**src/verilog/qie_pkg.sv**
```systemverilog
package qie_pkg;
    // ***************************************************
    // widths and field positions
    // ***************************************************
    localparam int PTR_W = 19;
    localparam int SIZE_W = 3;
    localparam int DESC_W = 256;
    localparam int HALF_W = 128;
    localparam int DOM_W = 16;
    localparam int SRC_W = 16;
    localparam int PASID_W = 20;
    localparam int DOMW_W = 5;
    localparam int TYPE_LO_HI = 3;
    localparam int TYPE_HI_LO = 9;
    localparam int TYPE_HI_HI = 11;
    localparam int GRAN_LO = 4;
    localparam int DOM_LO = 16;
    localparam int SRC_LO = 32;
    localparam int MASK_LO = 48;
    localparam int PASID_LO = 32;
    localparam int PTR_LO_128 = 4;
    localparam int PTR_LO_256 = 5;
    localparam int BASE_ENTRIES = 256;
    localparam logic [6:0] TYPE_CTX = 7'h01;
    localparam logic [6:0] TYPE_PASID = 7'h07;
    localparam logic [1:0] CG_RSVD = 2'h0;
    localparam logic [1:0] CG_GLOBAL = 2'h1;
    localparam logic [1:0] CG_DOMAIN = 2'h2;
    localparam logic [1:0] CG_DEVICE = 2'h3;
    localparam logic [1:0] PG_DOMAIN = 2'h0;
    localparam logic [1:0] PG_PASID = 2'h1;
    localparam logic [1:0] PG_RSVD = 2'h2;
    localparam logic [1:0] PG_GLOBAL = 2'h3;
    localparam logic [1:0] TM_LEGACY = 2'h0;
    localparam logic [1:0] TM_SCALABLE = 2'h1;
    localparam logic [1:0] TM_ABORT = 2'h3;

    // ***************************************************
    // types
    // ***************************************************
    typedef enum logic [1:0] {
        KIND_CTX,
        KIND_PASID,
        KIND_OTHER
    } qie_kind_t;

    typedef enum logic [1:0] {
        SCOPE_GLOBAL,
        SCOPE_DOMAIN,
        SCOPE_DEVICE,
        SCOPE_PASID
    } qie_scope_t;

    typedef struct packed {
        logic [SIZE_W-1:0] size;
        logic width_256;
        logic [1:0] mode;
        logic flush_required;
        logic [DOMW_W-1:0] dom_bits;
    } qie_cfg_t;

    typedef struct packed {
        qie_kind_t kind;
        qie_scope_t scope;
        logic [DOM_W-1:0] domain_tag;
        logic [SRC_W-1:0] source_tag;
        logic [SRC_W-1:0] source_keep;
        logic [PASID_W-1:0] pasid;
    } qie_cmd_t;
endpackage

```
**src/verilog/qie_engine.sv**
```systemverilog
`timescale 1ns/1ns
// Overview of operation
// RULE1 - fetch descriptors in fifo order from head while enabled
// RULE2 - head moves only after the fetched descriptor checks valid
// RULE3 - wide descriptors make tail bit 4 reserved with bits 3:0
// RULE4 - queue is empty when head equals tail
// RULE5 - software sees full when tail is one behind head
// RULE6 - software zeroes tail and programs queue before enabling
// RULE7 - enable command sets the queue enabled status
// RULE8 - fetch only when enabled, non-empty and both error flags clear
// RULE9 - software quiesces the queue before disabling
// RULE10 - disable command zeroes head and clears enabled status
// RULE11 - type is bits 11:9 joined with bits 3:0
// RULE12 - width mismatch between descriptor and queue is an invalid descriptor; code checks it only for types 1 and 7
// RULE13 - software picks wide descriptors before scalable or abort mode
// RULE14 - type 1 is context flush with 01 global 10 domain 11 device
// RULE15 - scalable mode: domain context flush is global, domain tag ignored
// RULE16 - device flush matches source tag after function mask
// RULE17 - flush write buffers first when the flush requirement is reported
// RULE18 - software chains context, pasid and iotlb flushes
// RULE19 - pasid flush only in wide queues, else invalid
// RULE20 - type 7 is pasid flush with 00 domain 01 pasid 11 global
// RULE21 - mask domain tag to reported width; ignore pasid for domain scope
// RULE22 - software follows pasid flush with matching iotlb flush
// RULE23 - head wraps after last entry; invalid descriptor stops and flags error
module qie_engine (
    input wire logic clock,
    input wire logic reset_n,
    input wire qie_pkg::qie_cfg_t cfg,
    input wire logic enable_cmd,
    input wire logic disable_cmd,
    input wire logic tail_write,
    input wire logic [qie_pkg::PTR_W-1:0] tail_value,
    input wire logic timeout_error_flag,
    input wire logic queue_error_clear,
    output logic [qie_pkg::PTR_W-1:0] head_ptr,
    output logic [qie_pkg::PTR_W-1:0] tail_ptr,
    output logic queue_enabled_status,
    output logic queue_error_flag,
    output logic queue_empty,
    output logic rd_req,
    output logic [qie_pkg::PTR_W-1:0] rd_index,
    input wire logic rd_valid,
    input wire logic [qie_pkg::DESC_W-1:0] rd_data,
    output logic wb_flush_req,
    input wire logic wb_flush_done,
    output logic inv_valid,
    output qie_pkg::qie_cmd_t inv_cmd,
    input wire logic inv_ready,
    output logic other_valid,
    output logic [qie_pkg::DESC_W-1:0] other_desc,
    input wire logic other_ready
);
    import qie_pkg::*;

    // ***************************************************
    // state
    // ***************************************************
    typedef enum logic [2:0] {
        ST_IDLE,
        ST_FETCH,
        ST_CHECK,
        ST_FLUSH,
        ST_ISSUE,
        ST_PASS
    } qie_state_t;

    typedef struct packed {
        qie_state_t st;
        logic [PTR_W-1:0] head;
        logic [PTR_W-1:0] tail;
        logic enabled;
        logic qerr;
        logic [DESC_W-1:0] desc;
        qie_cmd_t cmd;
    } qie_regs_t;

    qie_regs_t s_q;
    qie_regs_t s_d;

    logic dec_valid;
    qie_cmd_t dec_cmd;
    logic [PTR_W-1:0] head_next;
    logic [PTR_W-1:0] head_idx;
    logic [PTR_W-1:0] tail_mask;
    logic can_fetch;
    logic [6:0] cur_type;

    qie_decode u_decode (
        .desc(s_q.desc),
        .cfg(cfg),
        .valid(dec_valid),
        .cmd(dec_cmd)
    );

    qie_fetch_ptr u_ptr (
        .head(s_q.head),
        .cfg(cfg),
        .head_next(head_next),
        .entry_idx(head_idx)
    );

    // ***************************************************
    // next state
    // ***************************************************
    always_comb begin
        s_d = s_q;
        // low offset bits reserved; bit 4 too for wide entries
        tail_mask = cfg.width_256 ? ~PTR_W'((1 << PTR_LO_256) - 1) :
            ~PTR_W'((1 << PTR_LO_128) - 1); // [RULE3]
        can_fetch = s_q.enabled && (s_q.head != s_q.tail) && !s_q.qerr &&
            !timeout_error_flag; // [RULE8] [RULE4]
        cur_type = {s_q.desc[TYPE_HI_HI:TYPE_HI_LO], s_q.desc[TYPE_LO_HI:0]};
        if (tail_write) begin
            s_d.tail = tail_value & tail_mask; // [RULE3]
        end
        // set wins over software clear
        if (queue_error_clear) begin
            s_d.qerr = 1'b0;
        end
        case (s_q.st)
            ST_IDLE: begin
                if (can_fetch) begin
                    s_d.st = ST_FETCH; // [RULE1]
                end
            end
            ST_FETCH: begin
                if (rd_valid) begin
                    s_d.desc = rd_data;
                    s_d.st = ST_CHECK;
                end
            end
            ST_CHECK: begin
                if (!dec_valid) begin
                    s_d.qerr = 1'b1; // [RULE23] [RULE12]
                    s_d.st = ST_IDLE; // head stays on the bad entry [RULE2]
                end else begin
                    s_d.head = head_next; // [RULE2] [RULE23]
                    s_d.cmd = dec_cmd;
                    if (dec_cmd.kind == KIND_OTHER) begin
                        s_d.st = ST_PASS;
                    end else if (cfg.flush_required) begin
                        s_d.st = ST_FLUSH; // [RULE17]
                    end else begin
                        s_d.st = ST_ISSUE;
                    end
                end
            end
            ST_FLUSH: begin
                if (wb_flush_done) begin
                    s_d.st = ST_ISSUE; // [RULE17]
                end
            end
            ST_ISSUE: begin
                if (inv_ready) begin
                    s_d.st = ST_IDLE;
                end
            end
            ST_PASS: begin
                if (other_ready) begin
                    s_d.st = ST_IDLE;
                end
            end
            default: s_d.st = ST_IDLE;
        endcase
        if (enable_cmd) begin
            s_d.enabled = 1'b1; // [RULE7]
        end
        if (disable_cmd) begin
            // disabling mid-fetch abandons the read; software quiesces first
            s_d.enabled = 1'b0; // [RULE10]
            s_d.head = '0; // [RULE10]
            s_d.st = ST_IDLE;
        end
    end

    // ***************************************************
    // registers
    // ***************************************************
    always_ff @(posedge clock) begin
        if (!reset_n) begin
            s_q <= '0;
            s_q.st <= ST_IDLE;
            s_q.cmd.kind <= KIND_OTHER;
        end else begin
            s_q <= s_d;
        end
    end

    // ***************************************************
    // outputs
    // ***************************************************
    assign head_ptr = s_q.head;
    assign tail_ptr = s_q.tail;
    assign queue_enabled_status = s_q.enabled;
    assign queue_error_flag = s_q.qerr;
    assign queue_empty = s_q.head == s_q.tail; // [RULE4]
    assign rd_req = s_q.st == ST_FETCH;
    assign rd_index = head_idx; // [RULE1]
    assign wb_flush_req = s_q.st == ST_FLUSH; // [RULE17]
    assign inv_valid = s_q.st == ST_ISSUE;
    assign inv_cmd = s_q.cmd;
    assign other_valid = s_q.st == ST_PASS && cur_type != TYPE_CTX;
    assign other_desc = s_q.desc;
endmodule

```
**src/verilog/qie_decode.sv**
```systemverilog
`timescale 1ns/1ns
module qie_decode (
    input wire logic [qie_pkg::DESC_W-1:0] desc,
    input wire qie_pkg::qie_cfg_t cfg,
    output logic valid,
    output qie_pkg::qie_cmd_t cmd
);
    import qie_pkg::*;

    function automatic logic [SRC_W-1:0] keep_mask(input logic [1:0] fm);
        case (fm)
            2'h1: keep_mask = 16'hFFFB;
            2'h2: keep_mask = 16'hFFF9;
            2'h3: keep_mask = 16'hFFF8;
            default: keep_mask = 16'hFFFF;
        endcase
    endfunction

    logic [6:0] code;
    logic [1:0] gran;
    logic upper_zero;
    logic scal;
    logic [DOM_W-1:0] dom_keep;

    always_comb begin
        code = {desc[TYPE_HI_HI:TYPE_HI_LO], desc[TYPE_LO_HI:0]}; // [RULE11]
        gran = desc[GRAN_LO+1:GRAN_LO];
        upper_zero = desc[DESC_W-1:HALF_W] == '0;
        scal = cfg.mode == TM_SCALABLE;
        dom_keep = (cfg.dom_bits >= DOMW_W'(DOM_W)) ? '1 :
            DOM_W'(({{DOM_W{1'b0}}, 1'b1} << cfg.dom_bits) - 1'b1); // [RULE21]
        valid = 1'b0;
        cmd = '0;
        cmd.kind = KIND_OTHER;
        cmd.scope = SCOPE_GLOBAL;
        cmd.source_tag = desc[SRC_LO+SRC_W-1:SRC_LO];
        cmd.source_keep = keep_mask(desc[MASK_LO+1:MASK_LO]); // [RULE16]
        cmd.domain_tag = desc[DOM_LO+DOM_W-1:DOM_LO];
        case (code)
            TYPE_CTX: begin
                cmd.kind = KIND_CTX;
                // 128-bit descriptor: padded only in wide queues [RULE12]
                valid = gran != CG_RSVD && (!cfg.width_256 || upper_zero) &&
                    (cfg.width_256 || (cfg.mode != TM_SCALABLE && cfg.mode != TM_ABORT));
                case (gran) // [RULE14]
                    CG_DOMAIN: cmd.scope = scal ? SCOPE_GLOBAL : SCOPE_DOMAIN; // [RULE15]
                    CG_DEVICE: cmd.scope = SCOPE_DEVICE;
                    default: cmd.scope = SCOPE_GLOBAL;
                endcase
                if (scal) begin
                    cmd.domain_tag = '0; // [RULE15]
                end
            end
            TYPE_PASID: begin
                cmd.kind = KIND_PASID;
                valid = gran != PG_RSVD && cfg.width_256; // [RULE19] [RULE20]
                cmd.domain_tag = desc[DOM_LO+DOM_W-1:DOM_LO] & dom_keep; // [RULE21]
                case (gran)
                    PG_PASID: begin
                        cmd.scope = SCOPE_PASID;
                        cmd.pasid = desc[PASID_LO+PASID_W-1:PASID_LO];
                    end
                    PG_DOMAIN: cmd.scope = SCOPE_DOMAIN; // pasid left zero [RULE21]
                    default: cmd.scope = SCOPE_GLOBAL;
                endcase
            end
            default: begin
                // other types go to other engines; always valid here, width not checked
                valid = !cfg.width_256 || upper_zero || 1'b1;
            end
        endcase
    end
endmodule

```
**src/verilog/qie_fetch_ptr.sv**
```systemverilog
`timescale 1ns/1ns
module qie_fetch_ptr (
    input wire logic [qie_pkg::PTR_W-1:0] head,
    input wire qie_pkg::qie_cfg_t cfg,
    output logic [qie_pkg::PTR_W-1:0] head_next,
    output logic [qie_pkg::PTR_W-1:0] entry_idx
);
    import qie_pkg::*;

    // wide sums: the largest queue ends exactly at 2^PTR_W bytes
    logic [31:0] limit;
    logic [31:0] sum;
    logic [PTR_W-1:0] step;

    always_comb begin
        // queue holds 2^size * 256 entries of 128 bits, half as many wide ones
        limit = 32'((BASE_ENTRIES << cfg.size) << PTR_LO_128);
        step = cfg.width_256 ? PTR_W'(1 << PTR_LO_256) : PTR_W'(1 << PTR_LO_128);
        sum = 32'(head) + 32'(step);
        head_next = (sum >= limit) ? '0 : PTR_W'(sum); // [RULE23]
        entry_idx = cfg.width_256 ? PTR_W'(head >> PTR_LO_256) : PTR_W'(head >> PTR_LO_128);
    end
endmodule

```
**config.mk**
```make
export PLATFORM = sky130hd
export DESIGN_NAME = qie_engine
export DESIGN_NICKNAME = d
export VERILOG_FILES = /design/src/verilog/qie_pkg.sv /design/src/verilog/qie_engine.sv /design/src/verilog/qie_decode.sv /design/src/verilog/qie_fetch_ptr.sv
export SDC_FILE = /design/constraint.sdc
export NUM_CORES = 1
export LEC_CHECK = 0
export ABC_AREA = 0
export BUFFER_PORTS_ARGS = -buffer_cell sky130_fd_sc_hd__buf_2
export CAP_MARGIN = 5
export CORE_AREA = 10 10 260 262
export CTS_CLUSTER_DIAMETER = 150
export CTS_CLUSTER_SIZE = 20
export DETAILED_ROUTE_END_ITERATION = 10
export DIE_AREA = 0 0 270 272
export GPL_TIMING_DRIVEN = 0
export PLACE_DENSITY = 0.56
export RECOVER_POWER = 25
export SYNTH_ARGS = -nofsm -noshare
export SYNTH_HDL_FRONTEND = slang
export SYNTH_SLANG_ARGS = --single-unit
```
**constraint.sdc**
```tcl
create_clock -name clock -period 5.6 [get_ports clock]
set_input_delay 1.68 -clock clock [delete_from_list [all_inputs] [get_ports clock]]
set_output_delay 1.68 -clock clock [all_outputs]
set_load 0.1 [all_outputs]
```
==> results of run 1 <==
## registers in the layout, indices dropped and copies added, names as in the netlist
register	count
head_ptr	15
inv_cmd	60
other_desc	256
queue_enabled_status	1
queue_error_flag	1
s_q	3
tail_ptr	15
## logic make-up after synthesis
logic type	Yosys count	synth area share, %
mux	56	3.41
xor+xnor	24	1.24
buf+inv	528	20.0
simple gates	788	20.0
compound gates	409	12.9
other cells	1	0.0221
flops	351	41.4
fa+ha+maj	12	0.930
## worst max-delay path: cells and delay by family
kind	cells	cell delay, ps
AOI/OAI and AO/OA	5	830
xor gates and xnor gates	1	180
adders and majority gates	3	900
buffers and inverters	5	1030
and+or+nand+nor	4	950
## cell type report
class                   instances  area (µm²)
clock buffers                  21         526
repair buffers                671        3190
inverters                      13        48.8
clock inverters                 2        20.0
diodes                         11        27.5
plain buffers                 513        3340
well taps                     846        1060
multi-input cells            1301        6590
flip-flops and latches        351        7030
fillers                      6981       40700
## cell usage in the layout, fill, tap and decap left out, types with 11 or more instances in the layout
master,n
buf_4,373
clkbuf_1,265
nor2_1,37
clkbuf_16,21
conb_1,12
o21ai_0,56
a21oi_1,299
nor4_1,40
nand4_1,25
xnor2_1,18
ha_1,11
nand3_1,39
nand2_1,585
mux2_2,14
dfxtp_1,351
buf_2,540
mux2i_1,42
diode_2,11
inv_1,12
## Yosys cell counts (2+ instances only)
master,n,area (µm²)
o311ai_0,3,26.3
xnor2_1,18,158
nand2_1,584,2190
o21ai_0,57,285
nor2_1,37,139
a211oi_1,3,22.5
and2_1,2,12.5
clkbuf_1,130,488
and3_1,4,25.0
xor2_1,6,52.6
nor4_1,41,257
o2111ai_1,3,26.3
nand2b_1,7,43.8
buf_4,373,2800
buf_2,8,40.0
ha_1,11,138
nand3_1,39,195
o21a_1,6,45.0
o22ai_1,4,25.0
a21oi_1,299,1500
a31oi_1,5,31.3
a32o_1,4,40.0
nor2b_1,7,43.8
nor3_1,9,45.0
or2_2,4,25.0
a21o_1,3,22.5
o21bai_1,2,15.0
inv_1,12,45.0
o211ai_1,7,52.6
or3_1,2,12.5
mux2_2,14,158
o31ai_1,5,37.5
or4_1,6,45.0
nor4bb_1,2,20.0
nand4_1,25,156
a311oi_1,2,17.5
dfxtp_1,351,7030
nand3b_1,7,52.6
mux2i_1,42,420
buf_1,4,15.0
## where the power goes
| group | total (W) | switching [W] | internal, W |
|---|---|---|---|
| registers | 0.00253 | 0.0000168 | 0.00251 |
| logic | 0.000515 | 0.000358 | 0.000157 |
| clock network | 0.00160 | 0.000919 | 0.000680 |
| total | 0.00464 | 0.00129 | 0.00335 |
## layer usage
| metal | up-vias | GRT usage, % | wire, µm |
|---|---|---|---|
| met1 | 7651 | 21.7 | 29800 |
| met2 | 541 | 35.5 | 38500 |
| met5 | - | 0 | 86 |
| met3 | 64 | 6.41 | 6100 |
| li1 | 8204 | - | - |
| met4 | 12 | 3.08 | 1040 |
## worst max path at each step
stage | startpoint | end | depth (start not counted)
2_1_floorplan | cfg[8] | head_ptr[17] | 17
3_3_place_gp | cfg[8] | head_ptr[17] | 18
3_5_place_dp | cfg[8] | head_ptr[17] | 18
4_1_cts | cfg[8] | head_ptr[17] | 19
5_1_grt | cfg[8] | head_ptr[17] | 18
6_report | cfg[8] | head_ptr[17] | 18
## stage by stage
step | total power, W | setup TNS [ps] | hold WS, ps | util, %
floorplan | 0.00290 | 0 | 436 | -
global placement | 0.00311 | -18700 | 443 | 34.3
detailed placement | 0.00311 | -18240 | 447 | 34.3
CTS | 0.00472 | 0 | 459 | 35.1
global route | 0.00481 | 0 | 472 | 34.9
finish | 0.00464 | 0 | 458 | 34.9
## repair_timing
action / in CTS / in global routing
buffers inserted: 0 / 0
resized for setup: 3 / 2
endpoints found under the setup margin: 15 / 10
==> results.toml, run 1 <==
[clock_tree]
insertion_delay_ps = 560
ctsHtreeMaxLevel = 1
clk_pin_slew_ps = 90
clockBufferDepth = 3
clock_sinks = 351
ctsHoldBuffers = 0
cts_tree = "built"
cts_root_buffer = "clkbuf_16"
cts_buffers = 21

[synth]
ys_seq_elements = 351
synth_ff_type = "dfxtp_1"
yosysUniqueCellTypes = 61
synth-async-reset-ratio_pct = 0
syn_avg_cell_area_um2 = 7.82
synth_edf_count = 0
yosysSeqAreaShare_pct = 41.4
yosys_warnings = 0
synth_area_um2 = 17000
synth_cells = 2169

[grt]
grt-ovfl-total = 0
grt_max_degree = 21
antenna_found_initial = 20
grt_pass1_vias = 16270
grt_pass1_wl_um = 109000
grt.total_usage_pct = 19.3

[detailed_routing]
wirelength_um = 75600
viasPerCell = 4.42
drt_iter0_markers = 842
drc = 0
via_count = 16472
dr.pass1.iters = 5
wl_per_cell_um = 20.3
ant_nets = 0

[placement]
portBuffers = 671
gpl.final_weighted_congestion = 0.910
pre_cts_ws_ps = -1540
placed_area_um2 = 21400
dp.cells = 3697
dp_hpwl_um = 62300

[critical_path]
r2r_end = "head_ptr[17]"
path_cells = "buf_2, clkbuf_2, inv_1, ha_1, inv_1, fa_1, nand3b_1, nor4_4, nand3_1, xnor2_1, ha_1, o2111ai_1, nor2_1, a21o_2, clkbuf_2, o21ai_0, o211ai_1, o21ai_0"
cpPeakStageDelay_ps = 400
endpoint_kind = "flop"
r2r-start = "head_ptr[4]"
cp_slowest_cell = "nor4_4"
critPathKind = "input port to flop"
setup.worst_path.start_class = "input port"
regToRegSetupSlack_ps = 1760
worstRegToRegCells = 15
arrival_ps = 5580
crit_required_ps = 6010
crit_fanout = 14

[sta]
finalSetupViolCount = 0
postLayoutSetupSlackWorst_ps = 427
rsz0062_at_grt = "no"
hold_violations = 0
period_share_pct = 92.4
maxSlewViolCount = 0
period_minus_slack_ps = 5170
max_clock_freq_mhz = 193
skew_ps = 25.7
slew_headroom_pct = 11.0
worst_pin_slew_ps = 1340

[cells_and_area]
layout.cells.non_filler = 3729
fin_nets = 3182
area_growth_pct = 28.7
drive_above_1_share_pct = 33.6
design_area_um2 = 21800

[floorplanning]
die-area_um2 = 73400
die_w_um = 270
io-pin-count = 690
die_y_um = 272
rows = 92
start_util_pct = 27.1
coreArea_um2 = 62500

[power_and_ir_drop]
power_density_nw_per_um2 = 213
max-vdd-ir-drop_mv = 0.179
total_leakage_power_nw = 9.74

[run_status]
status = "finished clean"

[min_path]
hold_path.class = "flop to flop"
holdCritStartpoint = "other_desc[115]"
hold_path_depth = 2
hold_end = "other_desc[115]"

[job]
cap_violations = 0
Power figures use the tool's default switching activity.
==> run 2: changes to the inputs <==
CORE_AREA = 10 10 259 261   (was 10 10 260 262)
DIE_AREA = 0 0 269 271   (was 0 0 270 272)
PLACE_DENSITY = 0.54   (was 0.56)
clock period = 6.1 ns   (was 5.6 ns; I/O delays follow)
==> results.toml, run 2 (synthesized netlist as in run 1, its figures left out) <==
[critical_path]
critPathKind = "input port to flop"
worstSetupStartpoint = "cfg[8]"
endpoint_kind = "flop"
crit_required_ps = 6550
worstRegToRegCells = 16
r2r_end = "head_ptr[17]"
arrival_ps = 6190
setup.worst_path.start_class = "input port"
r2r-start = "head_ptr[4]"
endpoint = "head_ptr[17]"
crit_fanout = 21
regToRegSetupSlack_ps = 1630

[cells_and_area]
final_util_pct = 35.4
layout.cells.non_filler = 3713
fin_nets = 3182
final_cell_mix = "nand2_1 (584), buf_2 (559), buf_4 (372)"
largest_reg_flops = 256
drive_above_1_share_pct = 34.1
final_common_cell = "nand2_1"
fillCellCount = 6852
design_area_um2 = 21800
area_growth_pct = 28.6

[placement]
dp_hpwl_um = 64300
portBuffers = 671
gpl.final_weighted_congestion = 0.898
pre_cts_ws_ps = -1060
dp.cells = 3688
placed_area_um2 = 21400

[detailed_routing]
dr.pass1.iters = 5
wirelength_um = 78400
viasPerCell = 4.44
ant_nets = 0
via_count = 16498
wl_per_cell_um = 21.1
drt_iter0_markers = 993
drc = 0

[job]
cap_violations = 0

[clock_tree]
cts_root_buffer = "clkbuf_16"
ctsHtreeMaxLevel = 1
insertion_delay_ps = 560
clock_sinks = 351
ctsHoldBuffers = 0
cts_buffers = 21
ctsResizeCount = 1
cts_setup_buffers = 0
clk_pin_slew_ps = 90
clockBufferDepth = 3
cts_tree = "built"

[min_path]
hold_path_depth = 2
hold_path.class = "flop to flop"

[sta]
hold_violations = 0
maxSlewViolCount = 0
period_share_pct = 94.1
max_clock_freq_mhz = 174
slew_headroom_pct = 13.5
skew_ps = 17.0
worst_pin_slew_ps = 1300
period_minus_slack_ps = 5740
rsz0062_at_grt = "no"
postLayoutSetupSlackWorst_ps = 359
finalSetupViolCount = 0

[grt]
grt-ovfl-total = 0
grt_max_degree = 21
antenna_found_initial = 31
grt_pass1_wl_um = 111000
grt.total_usage_pct = 20.2
grt_pass1_vias = 16050

[floorplanning]
die-area_um2 = 72900
start_util_pct = 27.5
rows = 91
coreArea_um2 = 61600
io-pin-count = 690
die_y_um = 271
die_w_um = 269

[power_and_ir_drop]
max-vdd-ir-drop_mv = 0.181
total_leakage_power_nw = 9.79
finalPower_w = 0.00427
power_density_nw_per_um2 = 196

[run_status]
status = "finished clean"
## run 2: changes by cell type in the layout (fill, tap and decap cells not counted), moves of 2 or more
cell | previous run | this run
clkbuf_2 | 2 | 0
diode_2 | 11 | 4
clkbuf_1 | 265 | 249
buf_2 | 540 | 559
## run 2: per-layer routing
layer / part of all wire (%) / track usage (%) / vias to the layer above / wire, µm
met5: 0.21 / 0 / - / 162
met1: 39 / 22.8 / 7634 / 30700
met3: 7.7 / 5.94 / 97 / 6080
met2: 51 / 37.3 / 538 / 40100
met4: 1.7 / 3.21 / 26 / 1350
li1: - / - / 8203 / -
## run 2: metrics by stage
stage | TNS [ps] | hold slack [ps]
after floorplan | 0 | 436
after global placement | -13400 | 443
after detailed placement | -12280 | 447
after CTS | 0 | 459
after global routing | 0 | 472
final | 0 | 458
## run 2: power by group
part | switching, W | total, W | internal [W] | leakage [nW]
Sequential | 0.0000153 | 0.00232 | 0.00231 | 2.83
Combinational | 0.000328 | 0.000473 | 0.000144 | 6.69
Clock | 0.000853 | 0.00148 | 0.000624 | 0.269
## run 2: cell type report
type / instances / area (µm²) / share of cell area (%)
diodes: 4 / 10.0 / 0.0459
plain buffers: 513 / 3330 / 15.3
clock buffers: 21 / 526 / 2.41
clock inverters: 2 / 20.0 / 0.0918
inverters: 13 / 48.8 / 0.224
multi-input cells: 1301 / 6580 / 30.2
flip-flops and latches: 351 / 7030 / 32.2
well taps: 837 / 1050 / 4.80
repair buffers: 671 / 3210 / 14.7
## run 2: worst max-delay path, cell delays in order
cell and delay [ps]:
buf_2 260, inv_1 200, ha_1 190, inv_1 50
fa_1 400, nand3b_1 280, nor4_2 510, nand3_1 160
xnor2_1 180, ha_1 320, o2111ai_1 100, nor2_1 110
a21o_1 250, clkbuf_1 410, clkbuf_1 500, o21ai_0 140
o211ai_1 170, o21ai_0 100
## run 2: worst min-delay path by stage
stage               startpoint         endpoint  slack (ps)
6_report       other_desc[107]  other_desc[107]         460
5_1_grt        other_desc[123]  other_desc[123]         470
4_1_cts        other_desc[123]  other_desc[123]         460
3_5_place_dp   other_desc[123]  other_desc[123]         450
3_3_place_gp    other_desc[68]   other_desc[68]         440
2_1_floorplan      inv_cmd[70]      inv_cmd[70]         440
